<file path="src/hdl/dpi_pkg.sv">
/*
  constants, command encodings and types for the dram pin interface control block.
  assumes a single 200 MHz core clock shared with the sdram clock.
*/
`default_nettype none
package dpi_pkg;
  localparam int ADDR_W      = 14;
  localparam int LOW_W       = 2;
  localparam int DATA_W      = 64;
  localparam int ECC_W       = 8;
  localparam int COL_COPIES  = 3;
  localparam int WE_COPIES   = 4;
  localparam int SOCK_W      = 2;
  localparam int STRAP_HOLD  = 4;
  localparam logic [SOCK_W-1:0] SOCKET_NEAR = 2'h0;
  localparam int BIT4        = 4;
  localparam int BIT4_LOCAL  = BIT4 - LOW_W;
  localparam logic [1:0] CFG_ONE = 2'h1;
  // command encoding: {row_strobe_n, col_strobe_n, write_strobe_n}
  typedef enum logic [2:0] {
    CMD_NOP       = 3'b111,
    CMD_ACTIVATE  = 3'b011,
    CMD_READ      = 3'b101,
    CMD_WRITE     = 3'b100,
    CMD_PRECHARGE = 3'b010,
    CMD_REFRESH   = 3'b001,
    CMD_MODE      = 3'b000,
    CMD_TERMINATE = 3'b110
  } dpi_cmd_t;
  typedef enum logic [1:0] {
    PHASE_IDLE = 2'b00,
    PHASE_ROW  = 2'b01,
    PHASE_COL  = 2'b10,
    PHASE_ETC  = 2'b11
  } dpi_phase_t;
  typedef struct packed {
    dpi_cmd_t                cmd;
    logic [ADDR_W-1:0]       addr;
    logic [LOW_W-1:0]        low;
    logic [SOCK_W-1:0]       socket;
    logic [SOCK_W-1:0]       next_socket;
    logic                    write_data;
    logic [DATA_W-1:0]       data;
    logic [ECC_W-1:0]        ecc;
  } dpi_word_t;
  localparam int WORD_W = $bits(dpi_word_t);
endpackage
`default_nettype wire

</file>
<file path="src/hdl/dpi_stream_if.sv">
/*
  valid/ready stream interface carrying command words between block modules.
  assumes both ends on core_clk.
*/
`default_nettype none
interface dpi_stream_if #(parameter int W = 8);
  logic         valid;
  logic         ready;
  logic [W-1:0] data;
  modport src (output valid, output data, input ready);
  modport snk (input valid, input data, output ready);
endinterface
`default_nettype wire

</file>
<file path="src/hdl/dpi_skid_buf.sv">
/*
  two-entry buffer with valid and ready on both sides.
  assumes synchronous active-high reset on core_clk.
*/
`default_nettype none
module dpi_skid_buf #(
  parameter int W = 8
) (
  input  wire logic core_clk,
  input  wire logic srst,
  dpi_stream_if.snk in_s,
  dpi_stream_if.src out_s
);
  logic [W-1:0] mem [2];
  logic         wr_ptr;
  logic         rd_ptr;
  logic [1:0]   count;
  logic         not_full;
  wire          push = in_s.valid && in_s.ready;
  wire          pop  = out_s.valid && out_s.ready;
  wire [1:0]    next_count = count + {1'b0, push} - {1'b0, pop};
  // ready is its own flop, so no combinational path from sink ready to source
  assign in_s.ready  = not_full;
  assign out_s.valid = (count != 2'h0);
  assign out_s.data  = mem[rd_ptr];
  always_ff @(posedge core_clk) begin
    if (srst) begin
      wr_ptr <= 1'b0;
      rd_ptr <= 1'b0;
      count    <= 2'h0;
      not_full <= 1'b1;
    end else begin
      if (push) begin
        wr_ptr <= ~wr_ptr;
      end
      if (pop) begin
        rd_ptr <= ~rd_ptr;
      end
      count    <= next_count;
      not_full <= (next_count != 2'h2);
    end
  end
  always_ff @(posedge core_clk) begin
    if (push) begin
      mem[wr_ptr] <= in_s.data;
    end
  end
  a_full_no_push: assert property (@(posedge core_clk) disable iff (srst) (count == 2'h2) |-> !in_s.ready)
    else $error("buffer accepts while full");
endmodule
`default_nettype wire

</file>
<file path="src/hdl/dpi_strap_sync.sv">
/*
  three-stage synchroniser for the clock-enable strap and reset pins.
  assumes pins asynchronous to core_clk; a change counts when stages two and three agree.
*/
`default_nettype none
module dpi_strap_sync #(
  parameter int N = 1
) (
  input  wire logic         core_clk,
  input  wire logic         srst,
  input  wire logic [N-1:0] pin,
  output logic      [N-1:0] level
);
  logic [N-1:0] s1;
  logic [N-1:0] s2;
  logic [N-1:0] s3;
  genvar i;
  generate
    for (i = 0; i < N; i++) begin : g_bit
      always_ff @(posedge core_clk) begin
        s1[i] <= pin[i];
        s2[i] <= s1[i];
        s3[i] <= s2[i];
        if (srst) begin
          level[i] <= 1'b1;
        end else if (s2[i] == s3[i]) begin
          level[i] <= s3[i];
        end
      end
    end
  endgenerate
endmodule
`default_nettype wire

</file>
<file path="src/hdl/dpi_pin_ctrl.sv">
/*
  pin-level control of the dram interface: strobes, address, write enables,
  data and check bus direction, clock enable with strap sampling.
  assumes an upstream scheduler that issues one command word per cycle and
  keeps banks precharged before it asks for power-down.
*/
// Notes on behaviour
// - the three column strobe copies are driven from one register, identical; copy3 in config one has its own register.
// - column address is valid in the cycle column strobe is low.
// - each command is row, column and write strobes on one edge.
// - shared pin: column strobe copy in config one, address bit 4 in two.
// - config two bit 4 copy changes only for accesses whose socket or next socket is 0.
// - when updated the bit 4 copy equals main address bit 4.
// - 14-bit main address bus carries row then column.
// - low address pair completes address, steps during edo bursts.
// - low address pair changes only for accesses whose socket or next socket is 0.
// - four write strobe copies of one logical write enable.
// - 64-bit data bus driven on writes, received on reads.
// - check bus outputs only while writing, inputs otherwise.
// - clock enable high for operation, low for power-down.
// - clock enable drops only when all banks are precharged.
// - power-down is used only for own array power management.
// - clock enable is an input sampling strap until 4 clocks after cpu reset.
// - row address is valid in the cycle row strobe is low.
`default_nettype none
module dpi_pin_ctrl
  import dpi_pkg::*;
#(
  parameter int BURST_LEN = 4
) (
  input  wire logic                          core_clk,
  input  wire logic                          srst,
  input  wire logic [1:0]                    board_cfg,
  input  wire logic                          device_reset_in_n,
  input  wire logic                          cpu_reset_out_n,
  input  wire logic                          req_valid,
  output logic                               req_ready,
  input  wire logic [dpi_pkg::WORD_W-1:0]    req_word,
  input  wire logic                          edo_mode,
  input  wire logic                          power_down_req,
  input  wire logic                          all_banks_precharged,
  output logic [dpi_pkg::COL_COPIES-1:0]     col_strobe_n,
  output logic                               col_strobe_copy3_n,
  output logic [dpi_pkg::COL_COPIES-1:0]     row_strobe_n,
  output logic [dpi_pkg::WE_COPIES-1:0]      write_strobe_n,
  output logic [dpi_pkg::ADDR_W-1:0]         dram_addr_main,
  output logic [dpi_pkg::LOW_W-1:0]          near_socket_addr_low,
  input  wire logic [dpi_pkg::DATA_W-1:0]    dram_data_bus_in,
  output logic [dpi_pkg::DATA_W-1:0]         dram_data_bus_out,
  output logic                               dram_data_bus_oe,
  input  wire logic [dpi_pkg::ECC_W-1:0]     dram_check_bus_in,
  output logic [dpi_pkg::ECC_W-1:0]          dram_check_bus_out,
  output logic                               dram_check_bus_oe,
  input  wire logic                          clk_enable_in,
  output logic                               clk_enable_out,
  output logic                               clk_enable_oe,
  output logic                               strap_value,
  output logic [dpi_pkg::DATA_W-1:0]         rd_data,
  output logic [dpi_pkg::ECC_W-1:0]          rd_check,
  output logic                               rd_valid
);
  import dpi_pkg::*;

  dpi_stream_if #(.W(WORD_W)) up_s ();
  dpi_stream_if #(.W(WORD_W)) dn_s ();

  assign up_s.valid = req_valid;
  assign up_s.data  = req_word;
  assign req_ready  = up_s.ready;

  // buffer keeps a word safe while a burst or power-down stalls the pins
  dpi_skid_buf #(.W(WORD_W)) u_buf (
    .core_clk (core_clk),
    .srst     (srst),
    .in_s     (up_s),
    .out_s    (dn_s)
  );

  logic [2:0] pin_sync;
  dpi_strap_sync #(.N(3)) u_sync (
    .core_clk (core_clk),
    .srst     (srst),
    .pin      ({clk_enable_in, cpu_reset_out_n, device_reset_in_n}),
    .level    (pin_sync)
  );
  wire dev_rst_n_s = pin_sync[0];
  wire cpu_rst_n_s = pin_sync[1];
  wire cke_pin_s   = pin_sync[2];

  // strap window: from device reset until STRAP_HOLD clocks after cpu reset release
  logic [2:0]  strap_cnt;
  logic        strap_window;
  wire         next_strap_window = !dev_rst_n_s ? 1'b1 :
                                   (strap_window && cpu_rst_n_s && (strap_cnt == 3'(STRAP_HOLD - 1))) ? 1'b0 :
                                   strap_window;
  always_ff @(posedge core_clk) begin
    if (srst) begin
      strap_window <= 1'b1;
      strap_cnt    <= 3'h0;
      strap_value  <= 1'b0;
    end else begin
      strap_window <= next_strap_window;
      if (!dev_rst_n_s || !cpu_rst_n_s) begin
        strap_cnt <= 3'h0;
      end else if (strap_window) begin
        strap_cnt <= strap_cnt + 3'h1;
      end
      if (strap_window) begin
        strap_value <= cke_pin_s;
      end
    end
  end

  // board configuration latched once on the first cycle after reset
  logic cfg_locked;
  logic cfg_one;
  always_ff @(posedge core_clk) begin
    if (srst) begin
      cfg_locked <= 1'b0;
      cfg_one    <= 1'b1;
    end else if (!cfg_locked) begin
      cfg_locked <= 1'b1;
      cfg_one    <= (board_cfg == CFG_ONE);
    end
  end

  // power-down: only on explicit request from array power management
  logic pd_active;
  wire  next_pd_active = pd_active ? power_down_req :
                         (power_down_req && all_banks_precharged && !dn_s.valid);
  // a power-down request is ignored while the strap window holds the pin as input
  wire  next_pd        = !strap_window && next_pd_active;
  wire  next_cke_out   = !next_pd;

  dpi_word_t  cur;
  assign cur = dpi_word_t'(dn_s.data);

  dpi_phase_t phase;
  logic [2:0] burst_cnt;
  wire        edo_burst  = edo_mode && cur.cmd inside {CMD_READ, CMD_WRITE};
  wire        burst_done = (burst_cnt == 3'(BURST_LEN - 1));
  wire        pins_live  = !strap_window && !pd_active;
  wire        burst_end  = (phase == PHASE_ETC) && burst_done;
  // a burst word is issued once and held in the buffer until its last beat
  wire        take_word  = dn_s.valid && pins_live && (phase != PHASE_ETC);
  assign dn_s.ready = (take_word && !edo_burst) || burst_end;

  wire near_hit = (cur.socket == SOCKET_NEAR) || (cur.next_socket == SOCKET_NEAR);
  wire is_write = (cur.cmd == CMD_WRITE);

  wire dpi_cmd_t next_cmd   = take_word ? cur.cmd : CMD_NOP;
  wire [LOW_W-1:0] next_low = (phase == PHASE_ETC) ? near_socket_addr_low + 2'h1 : cur.low;
  wire next_bit4            = cur.addr[BIT4];

  always_ff @(posedge core_clk) begin
    if (srst) begin
      phase     <= PHASE_IDLE;
      burst_cnt <= 3'h0;
      pd_active <= 1'b0;
    end else begin
      pd_active <= next_pd;
      if (take_word && edo_burst && phase != PHASE_ETC) begin
        phase     <= PHASE_ETC;
        burst_cnt <= 3'h0;
      end else if (phase == PHASE_ETC) begin
        burst_cnt <= burst_cnt + 3'h1;
        phase     <= burst_done ? PHASE_IDLE : PHASE_ETC;
      end else if (take_word) begin
        phase <= (cur.cmd == CMD_ACTIVATE) ? PHASE_ROW : PHASE_COL;
      end else begin
        phase <= PHASE_IDLE;
      end
    end
  end

  always_ff @(posedge core_clk) begin
    if (srst) begin
      row_strobe_n         <= '1;
      col_strobe_n         <= '1;
      col_strobe_copy3_n   <= 1'b1;
      write_strobe_n       <= '1;
      dram_addr_main       <= '0;
      near_socket_addr_low <= '0;
      dram_data_bus_out    <= '0;
      dram_data_bus_oe     <= 1'b0;
      dram_check_bus_out   <= '0;
      dram_check_bus_oe    <= 1'b0;
      clk_enable_out       <= 1'b0;
      clk_enable_oe        <= 1'b0;
      rd_data              <= '0;
      rd_check             <= '0;
      rd_valid             <= 1'b0;
    end else begin
      row_strobe_n   <= {COL_COPIES{next_cmd[2]}};
      col_strobe_n   <= {COL_COPIES{next_cmd[1]}};
      write_strobe_n <= {WE_COPIES{next_cmd[0]}};
      if (cfg_one) begin
        col_strobe_copy3_n <= next_cmd[1];
      end else if (take_word && near_hit) begin
        col_strobe_copy3_n <= next_bit4;
      end
      if (take_word) begin
        dram_addr_main <= cur.addr;
      end
      if ((take_word || phase == PHASE_ETC) && near_hit) begin
        near_socket_addr_low <= next_low;
      end
      dram_data_bus_oe  <= take_word && is_write;
      dram_check_bus_oe <= take_word && is_write;
      if (take_word && is_write) begin
        dram_data_bus_out  <= cur.data;
        dram_check_bus_out <= cur.ecc;
      end
      // read data stands on the bus in the same cycle the read command is on the pins
      rd_valid <= ({row_strobe_n[0], col_strobe_n[0], write_strobe_n[0]} == CMD_READ);
      rd_data  <= dram_data_bus_in;
      rd_check <= dram_check_bus_in;
      clk_enable_oe  <= !next_strap_window;
      clk_enable_out <= !next_strap_window && next_cke_out;
    end
  end

  a_col_copies: assert property (@(posedge core_clk) disable iff (srst)
    (col_strobe_n == {COL_COPIES{col_strobe_n[0]}}))
    else $error("column strobe copies differ");
  a_we_copies: assert property (@(posedge core_clk) disable iff (srst)
    (write_strobe_n == {WE_COPIES{write_strobe_n[0]}}))
    else $error("write strobe copies differ");
  a_cmd_encode: assert property (@(posedge core_clk) disable iff (srst)
    take_word |=> ({row_strobe_n[0], col_strobe_n[0], write_strobe_n[0]} == $past(cur.cmd)))
    else $error("command encoding mismatch");
  a_addr_valid: assert property (@(posedge core_clk) disable iff (srst)
    take_word |=> (dram_addr_main == $past(cur.addr)))
    else $error("address not presented with strobe");
  a_cfg1_copy3: assert property (@(posedge core_clk) disable iff (srst)
    (cfg_one && cfg_locked) |=> (col_strobe_copy3_n == $past(next_cmd[1])))
    else $error("shared pin not column strobe in config one");
  a_bit4_hold: assert property (@(posedge core_clk) disable iff (srst)
    (!cfg_one && cfg_locked && !(take_word && near_hit)) |=> $stable(col_strobe_copy3_n))
    else $error("bit 4 copy changed for far socket");
  a_bit4_value: assert property (@(posedge core_clk) disable iff (srst)
    (!cfg_one && cfg_locked && take_word && near_hit) |=> (col_strobe_copy3_n == dram_addr_main[BIT4]))
    else $error("bit 4 copy differs from main bit 4");
  a_low_hold: assert property (@(posedge core_clk) disable iff (srst)
    !((take_word || phase == PHASE_ETC) && near_hit) |=> $stable(near_socket_addr_low))
    else $error("low address changed for far socket");
  a_burst_quiet: assert property (@(posedge core_clk) disable iff (srst)
    (phase == PHASE_ETC) |=> ({row_strobe_n[0], col_strobe_n[0], write_strobe_n[0]} == CMD_NOP))
    else $error("command issued inside an edo burst");
  a_burst_step: assert property (@(posedge core_clk) disable iff (srst)
    (phase == PHASE_ETC && near_hit) |=> (near_socket_addr_low == $past(near_socket_addr_low) + 2'h1))
    else $error("low address did not step in burst");
  a_check_dir: assert property (@(posedge core_clk) disable iff (srst)
    dram_check_bus_oe |-> ($past(take_word) && $past(is_write)))
    else $error("check bus driven outside a write");
  a_cke_precharge: assert property (@(posedge core_clk) disable iff (srst)
    ($rose(pd_active)) |-> $past(all_banks_precharged) && $past(power_down_req))
    else $error("power-down without precharge");
  a_strap_input: assert property (@(posedge core_clk) disable iff (srst)
    strap_window |-> !clk_enable_oe)
    else $error("clock enable driven during strap window");
  a_cke_level: assert property (@(posedge core_clk) disable iff (srst)
    (clk_enable_oe && !pd_active) |-> clk_enable_out)
    else $error("clock enable low while not powered down");
endmodule
`default_nettype wire

</file>
<file path="config.mk">
export PLATFORM = sky130hd
export DESIGN_NAME = dpi_pin_ctrl
export DESIGN_NICKNAME = d
export VERILOG_FILES = /design/src/hdl/dpi_pkg.sv /design/src/hdl/dpi_stream_if.sv /design/src/hdl/dpi_skid_buf.sv /design/src/hdl/dpi_strap_sync.sv /design/src/hdl/dpi_pin_ctrl.sv
export SDC_FILE = /design/constraint.sdc
export NUM_CORES = 1
export LEC_CHECK = 0
export ABC_CLOCK_PERIOD_IN_PS = 11200
export BUFFER_PORTS_ARGS = -buffer_cell sky130_fd_sc_hd__buf_2
export CAP_MARGIN = 10
export CORE_AREA = 2 2 187 189
export DETAILED_ROUTE_END_ITERATION = 7
export DIE_AREA = 0 0 189 191
export SLEW_MARGIN = 20
export SYNTH_ARGS = -nofsm -noshare
export SYNTH_HDL_FRONTEND = slang
export SYNTH_HIERARCHICAL = 1
export SYNTH_SLANG_ARGS = --single-unit
export TNS_END_PERCENT = 1
</file>
<file path="constraint.sdc">
create_clock -name core_clk -period 11.2 [get_ports core_clk]
set_clock_uncertainty 0.15 [all_clocks]
set_input_delay 2.24 -clock core_clk [delete_from_list [all_inputs] [get_ports core_clk]]
set_output_delay 2.24 -clock core_clk [all_outputs]
set_load 0.02 [all_outputs]
</file>
==> impl_metrics.toml, run 1 <==
[synthesis]
synth_fp_nets = 1079
netlist_area_mm2 = 0.0134
synth_area_per_cell_um2 = 14.9
ys_warn_count = 6
synth_cells = 895

[timing]
fin_setup_tns_ns = 0
max_freq_mhz = 255
tightest_slew_ns = 1.04
finalHoldViolCount = 0
period_share = 0.350
slew_headroom = 0.310
slew_viol_final = 0
grt_setup_unrepaired = "false"
period_needed_ns = 3.92
setup_viol = 0
worst_slack_ns = 7.28

[route]
via_count = 7984
dr.pass1.iters = 4
avgViaCountPerCell = 4.59
initialDrtViolationCount = 305
drtAntennaViolNets = 0
wl_per_cell_um = 16.6
wirelength_mm = 28.9
drc_errors = 0

[cells_and_area]
seq_area_mm2 = 0.00969
multiInputGateArea_mm2 = 0.00334
final-instance-count-excl-fill = 1741
fin_nets = 1433
area_delta_synth_final_pct = 26.8
drive_above_1_share = 0.411
fillCellCount = 2994

[floorplan]
start_util = 0.391
die_height_um = 191
boundaryPins = 357
num_rows = 68
dieArea_mm2 = 0.0361
coreArea_mm2 = 0.0341
die_x_um = 189

[setup_path]
cpMostUsedCell = "buf_4"
cp.arrival_ns = 3.93
critPathKind = "in -> reg"
required_ns = 11.21
cp_cell_sequence = "buf_2 > and2_4 > nor2b_4 > buf_4 > buf_4"
crit_start = "req_valid"
cp-end-kind = "register"
path_max_fanout = 48
cp_slowest_cell = "buf_4"
path_buf_inv = 3
crit_family = "buffers and inverters"
start_kind = "input port"
slowest_delay_ns = 0.70

[clock_tree]
htreeDepth = 2
clkTransAtPathRegs_ns = 0.06
cts_resized = 0
insertion_delay_ns = 0.54
cts_made_buffers = 42
cts_sinks = 389
post_cts_buffers = 0
ctsHoldBuffers = 0
root_buffer = "clkbuf_16"
cts_tree = "yes"
clockBufferDepth = 3

[place]
io_buffers = 355
gp_congestion = 0.760
dpl.hpwl_mm = 18.2
dpl.cell_count = 1660
pre_cts_ws_ns = 6.66

[global_route]
grt_pass1_wl_mm = 43.9
antenna_found_initial = 4
grt_usage = 0.156
grt_pass1_vias = 8148
grt_overflow = 0
grt_max_degree = 97

[pwr]
p_per_area_mw_per_mm2 = 188
p_leak_nw = 7.41
vdd_drop_max_mv = 0.109

[run]
cap_viol_max_count = 0

[outcome]
status = "finished, final reports clean"

[min_path]
hp-start = "u_sync/s1[0]"
hp-class = "reg -> reg"
## through the flow
| step | utilization | hold slack, ns | instance area (um^2) | total power [mW] |
|---|---|---|---|---|
| after global routing | 0.496 | 0.194 | 16900 | 3.30 |
| after CTS | 0.496 | 0.178 | 16900 | 3.23 |
| after global placement | 0.453 | 0.166 | 15500 | 1.79 |
| after floorplan | - | 0.160 | 13400 | 1.72 |
| after detailed placement | 0.453 | 0.164 | 15500 | 1.80 |
| final | 0.496 | 0.177 | 16900 | 3.18 |
## placed cells by master (no fill, tap or decap), types with 2 or more instances in the layout
master and instances:
or3_1 2, mux2_2 91, nand2b_1 2, xnor2_1 4, nand2_1 38, mux2_1 4
clkbuf_8 10, xor2_1 2, a21oi_1 24, mux2i_1 74, dfxtp_1 198, clkinv_2 4
o21ai_0 5, ha_1 5, o21bai_1 3, clkbuf_1 13, and2_1 3, a21o_1 3
clkbuf_16 47, edfxtp_1 190, inv_1 7, diode_2 3, nor2_1 86, nand3_1 3
buf_2 354, a211oi_1 2, a311oi_1 2, bufinv_16 2, nor2b_1 73, buf_4 6
## area by class of cell
cell class                      instances  area share
Sequential cell                       389       0.573
Multi-Input combinational cell        448       0.198
Timing Repair Buffer                  361       0.108
Clock buffer                           70      0.0805
Tap cell                              455      0.0336
Clock inverter                          8     0.00547
Inverter                                7     0.00155
Antenna cell                            3    0.000444
## state kept, by name, indices dropped and copies added, names as in the netlist, 2 cells and up, named ones only
name,flops
u_buf/mem,190
dram_data_bus_out,64
rd_data,64
dram_addr_main,14
dram_check_bus_out,8
rd_check,8
burst_cnt,3
strap_cnt,3
u_sync/level,3
u_sync/s1,3
u_sync/s2,3
u_sync/s3,3
near_socket_addr_low,2
phase,2
u_buf/count,2
## layer usage
layer / up-vias / track usage / share of wire
li1: 3854 / - / -
met1: 3809 / 0.187 / 0.42
met2: 259 / 0.266 / 0.49
met3: 58 / 0.0474 / 0.069
met4: 4 / 0.0544 / 0.026
met5: - / 0 / 0.0010
## worst paths after layout
path | slack, ns | cells after the start | end
max | 7.28 | 5 | u_buf/mem[0][54]
min | 0.18 | 0 | u_sync/s2[0]
max reg2reg | 7.52 | 6 | dram_data_bus_out[14]
min reg2reg | 0.18 | 0 | u_sync/s2[0]
## where the power goes
part / total [mW] / leakage [nW] / switching (mW) / internal, mW
Sequential: 1.59 / 3.41 / 0.0179 / 1.58
Clock: 1.42 / 0.716 / 0.543 / 0.876
Combinational: 0.172 / 3.28 / 0.101 / 0.0712
Power figures use the tool's default switching activity.
==> inputs of run 2 (changes only) <==
--- a/config.mk
+++ b/config.mk
@@ -5,7 +5,7 @@
 export SDC_FILE = /design/constraint.sdc
 export NUM_CORES = 1
 export LEC_CHECK = 0
-export ABC_CLOCK_PERIOD_IN_PS = 11200
+export ABC_CLOCK_PERIOD_IN_PS = 3900
 export BUFFER_PORTS_ARGS = -buffer_cell sky130_fd_sc_hd__buf_2
 export CAP_MARGIN = 10
 export CORE_AREA = 2 2 187 189
==> constraint.sdc (replaced) <==
create_clock -name core_clk -period 3.9 [get_ports core_clk]
set_clock_uncertainty 0.15 [all_clocks]
set_input_delay 0.78 -clock core_clk [delete_from_list [all_inputs] [get_ports core_clk]]
set_output_delay 0.78 -clock core_clk [all_outputs]
set_load 0.02 [all_outputs]
==> impl_metrics.toml, run 2 (synthesis results as in run 1) <==
[run]
cap_viol_max_count = 0

[min_path]
hp-class = "reg -> reg"
min_path_cells = 0

[clock_tree]
cts_tree = "yes"
clockBufferDepth = 3
ctsHoldBuffers = 0
post_cts_buffers = 0
htreeDepth = 2
cts_made_buffers = 41
cts_resized = 0
insertion_delay_ns = 0.52
root_buffer = "clkbuf_16"
cts_sinks = 389
clkTransAtPathRegs_ns = 0.06

[setup_path]
rr_worst_depth = 10
start_kind = "register"
path_max_fanout = 21
cp-end-kind = "register"
cp.arrival_ns = 3.25
required_ns = 4.16
critPathKind = "reg -> reg"

[floorplan]
die_height_um = 191
coreArea_mm2 = 0.0341
num_rows = 68
boundaryPins = 357
die_x_um = 189
start_util = 0.391
dieArea_mm2 = 0.0361

[route]
wirelength_mm = 28.5
wl_met3_mm = 2.24
dr.pass1.iters = 4
wl_per_cell_um = 16.3
routed.top_layer = "met5"
via_count = 7955
drtAntennaViolNets = 0
dr_wl_met2_mm = 13.9
drc_errors = 0
avgViaCountPerCell = 4.55
initialDrtViolationCount = 241
wirelength_met1_mm = 11.8

[timing]
tightest_slew_ns = 0.981
grt_setup_unrepaired = "false"
period_share = 0.767
worst_slack_ns = 0.907
slew_headroom = 0.346
max_freq_mhz = 334
slew_viol_final = 0
setup_viol = 0
finalHoldViolCount = 0
fin_setup_tns_ns = 0
period_needed_ns = 2.99

[pwr]
vdd_drop_max_mv = 0.433
p_per_area_mw_per_mm2 = 520
power.share.clock = 0.421
power_switching_mw = 1.85
seqPwrFrac = 0.523
total_power_mw = 8.76
p_leak_nw = 7.36
p_int_mw = 6.91
pwr-share-comb = 0.057
p_sw_frac = 0.211

[cells_and_area]
final_cell_mix = "354 x buf_2, 198 x dfxtp_1, 190 x edfxtp_1"
largest_register_ff_count = 190
area_delta_synth_final_pct = 26.0
design_area_mm2 = 0.0168
regMostFlops = "u_buf/mem"
drive_above_1_share = 0.409
fin_nets = 1437
mostFrequentLayoutCell = "buf_2"
reg_top3 = "u_buf/mem: 190 flops, dram_data_bus_out: 64 flops, rd_data: 64 flops"

[global_route]
grt_overflow = 0
antenna_found_initial = 5
grt_pass1_vias = 8281
grt_max_degree = 129
grt_pass1_wl_mm = 43.7
grt_usage = 0.154

[place]
place_area_mm2 = 0.0155
dpl.hpwl_mm = 18.5
pre_cts_ws_ns = 0.904
io_buffers = 355
gp_congestion = 0.723

[outcome]
status = "finished, final reports clean"
[run 2: area by class of cell]
cell class	instances	area, um^2
Sequential cell	389	9690
Fill cell	3046	17300
Inverter	7	26.3
Clock buffer	62	1190
Clock inverter	14	98.8
Antenna cell	7	17.5
Tap cell	455	569
Multi-Input combinational cell	448	3340
Timing Repair Buffer	366	1890
[run 2: per-stage QoR]
stage | hold slack [ns] | instances | utilization
after floorplan | 0.160 | 895 | -
after global placement | 0.162 | 1665 | 0.455
after detailed placement | 0.164 | 1665 | 0.455
after CTS | 0.177 | 1741 | 0.493
after global routing | 0.179 | 1744 | 0.493
final | 0.175 | 1748 | 0.493
[run 2: routing by layer]
| metal | up-vias | track usage |
|---|---|---|
| met1 | 3802 | 0.183 |
| met4 | 2 | 0.0421 |
| li1 | 3857 | - |
| met3 | 48 | 0.0514 |
| met2 | 246 | 0.266 |
| met5 | - | 0 |
[run 2: worst paths after layout]
kind,start,endpoint,slack (ns)
max,register,u_buf/in_s.ready,0.91
min,u_sync/s1[0],u_sync/s2[0],0.18
max reg2reg,register,u_buf/in_s.ready,0.91
min reg2reg,u_sync/s1[0],u_sync/s2[0],0.18
[run 2: critical path: stages, from the launching register on]
cell and delay, ns:
dfxtp_4 0.54, mux2_2 0.41, nand2_1 0.07, nor2_1 0.06, o31ai_1 0.26, o21ai_1 0.22
xnor2_1 0.18, ha_1 0.22, xor2_1 0.15, or4_4 0.42, a21o_1 0.19
[run 2: power by group through the flow]
stage	logic, mW	registers [mW]	clock network [mW]
2_1_floorplan	0.229	4.71	0
3_3_place_gp	0.498	4.66	0
3_5_place_dp	0.508	4.66	0
4_1_cts	0.509	4.58	3.80
5_1_grt	0.549	4.60	3.95
6_report	0.496	4.58	3.68
==> inputs of run 3 (changes only) <==
--- a/config.mk
+++ b/config.mk
@@ -5,7 +5,7 @@
 export SDC_FILE = /design/constraint.sdc
 export NUM_CORES = 1
 export LEC_CHECK = 0
-export ABC_CLOCK_PERIOD_IN_PS = 3900
+export ABC_CLOCK_PERIOD_IN_PS = 2950
 export BUFFER_PORTS_ARGS = -buffer_cell sky130_fd_sc_hd__buf_2
 export CAP_MARGIN = 10
 export CORE_AREA = 2 2 187 189
==> constraint.sdc (replaced) <==
create_clock -name core_clk -period 2.95 [get_ports core_clk]
set_clock_uncertainty 0.15 [all_clocks]
set_input_delay 0.59 -clock core_clk [delete_from_list [all_inputs] [get_ports core_clk]]
set_output_delay 0.59 -clock core_clk [all_outputs]
set_load 0.02 [all_outputs]
==> impl_metrics.toml, run 3 (synthesis results as in run 1) <==
[route]
wl_per_cell_um = 16.7
wirelength_mm = 29.1
drc_errors = 0
via_count = 8043
avgViaCountPerCell = 4.60
drtAntennaViolNets = 0
dr.pass1.iters = 4
initialDrtViolationCount = 292

[timing]
period_needed_ns = 2.70
slew_viol_final = 0
holdWs_ns = 0.0665
finalHoldViolCount = 0
max_freq_mhz = 370
grt_setup_unrepaired = "false"
tightest_slew_ns = 0.712
setup_viol = 0
period_share = 0.915
slew_headroom = 0.525

[clock_tree]
clkTransAtPathRegs_ns = 0.06
cts_made_buffers = 41
cts_tree = "yes"
clockBufferDepth = 3
htreeDepth = 2
root_buffer = "clkbuf_16"
cts_sinks = 389
insertion_delay_ns = 0.53
cts_resized = 0

[global_route]
grt_usage = 0.157
grt_overflow = 0
grt_max_degree = 81
antenna_found_initial = 2
grt_pass1_wl_mm = 44.2
grt_pass1_vias = 8269

[setup_path]
critPathKind = "reg -> reg"
rr_worst_depth = 9
cp.arrival_ns = 2.97
required_ns = 3.22
start_kind = "register"
path_max_fanout = 4
cp-end-kind = "register"

[place]
dpl.cell_count = 1671
place_area_mm2 = 0.0156
dpl.hpwl_mm = 19.0
gp_congestion = 0.740
io_buffers = 355

[floorplan]
dieArea_mm2 = 0.0361
num_rows = 68
coreArea_mm2 = 0.0341
start_util = 0.391
die_x_um = 189
boundaryPins = 357
die_height_um = 191

[cells_and_area]
utilization = 0.497
mostFrequentLayoutCell = "buf_2"
design_area_mm2 = 0.0170
final_cell_mix = "354 x buf_2, 198 x dfxtp_1, 190 x edfxtp_1"
final-instance-count-excl-fill = 1750
drive_above_1_share = 0.415
area_delta_synth_final_pct = 27.1
regMostFlops = "u_buf/mem"
reg_top3 = "u_buf/mem: 190 flops, dram_data_bus_out: 64 flops, rd_data: 64 flops"
largest_register_ff_count = 190
fin_nets = 1445

[pwr]
seqPwrFrac = 0.515
power.share.clock = 0.427
p_int_mw = 9.27
p_sw_frac = 0.210
vdd_drop_max_mv = 0.571
p_per_area_mw_per_mm2 = 693
p_leak_nw = 7.44
power_switching_mw = 2.47
pwr-share-comb = 0.058

[outcome]
status = "finished, final reports clean"

[run]
cap_viol_max_count = 0

[min_path]
min_path_cells = 1
hp-class = "in -> reg"
[run 3: changes by cell type in the layout (fill, tap and decap cells not counted), sizes merged]
cell | before | now
dlygate4sd3 | 0 | 2
inv | 9 | 8
buf | 366 | 372
clkbuf | 62 | 61
bufinv | 1 | 2
diode | 7 | 2
[run 3: timing repair]
action / in CTS / in global routing
hold buffers: 2 / 0
endpoints found under the hold margin: 2 / 0
buffers inserted: 0 / 0
[run 3: final cells by class]
class,count,area (um^2)
sequential,389,9690
inverter,7,26.3
clock inverter,14,128
tap,455,569
multi-input combinational,448,3340
timing repair buffer,374,1990
clock buffer,61,1200
fill,3013,17200
antenna,2,5.00
[run 3: power by group through the flow]
| stage | Clock (mW) | Combinational [mW] | Sequential (mW) |
|---|---|---|---|
| after detailed placement | 0 | 0.692 | 6.16 |
| after CTS | 5.18 | 0.697 | 6.05 |
| final | 5.02 | 0.680 | 6.05 |
| after global placement | 0 | 0.685 | 6.15 |
| after global routing | 5.38 | 0.748 | 6.07 |
| after floorplan | 0 | 0.303 | 6.23 |
[run 3: metrics by stage]
step           TNS (ns)  total power, mW  worst slack (ns)
4_1_cts               0             11.9             0.206
3_5_place_dp          0             6.86             0.217
2_1_floorplan  -0.00416             6.53          -0.00416
5_1_grt               0             12.2             0.123
6_report              0             11.7             0.251
3_3_place_gp          0             6.84             0.244
[run 3: critical path, stage by stage, from the launching register on]
cell     delay [ns]
dfxtp_1        0.35
or2_2          0.14
or3b_4         0.43
o31ai_1        0.27
o21ai_1        0.14
xnor2_1        0.14
ha_1           0.20
xor2_1         0.16
or4_4          0.42
a21o_1         0.18
[run 3: worst paths after layout]
| path | end | slack, ns | start |
|---|---|---|---|
| worst max-delay path | u_buf/in_s.ready | 0.25 | u_buf/count[1] |
| worst min-delay path | u_sync/s1[1] | 0.07 | cpu_reset_out_n |
| worst max register to register | u_buf/in_s.ready | 0.25 | u_buf/count[1] |
| worst min register to register | u_sync/s2[0] | 0.18 | u_sync/s1[0] |
[run 3: routing by layer]
layer | part of all wire | wire length [um] | vias to the layer above | GRT usage
met5 | 0.00024 | 7 | - | 0
li1 | - | - | 3868 | -
met2 | 0.49 | 14100 | 262 | 0.265
met3 | 0.080 | 2320 | 44 | 0.0547
met4 | 0.019 | 563 | 2 | 0.0424
met1 | 0.42 | 12100 | 3867 | 0.192
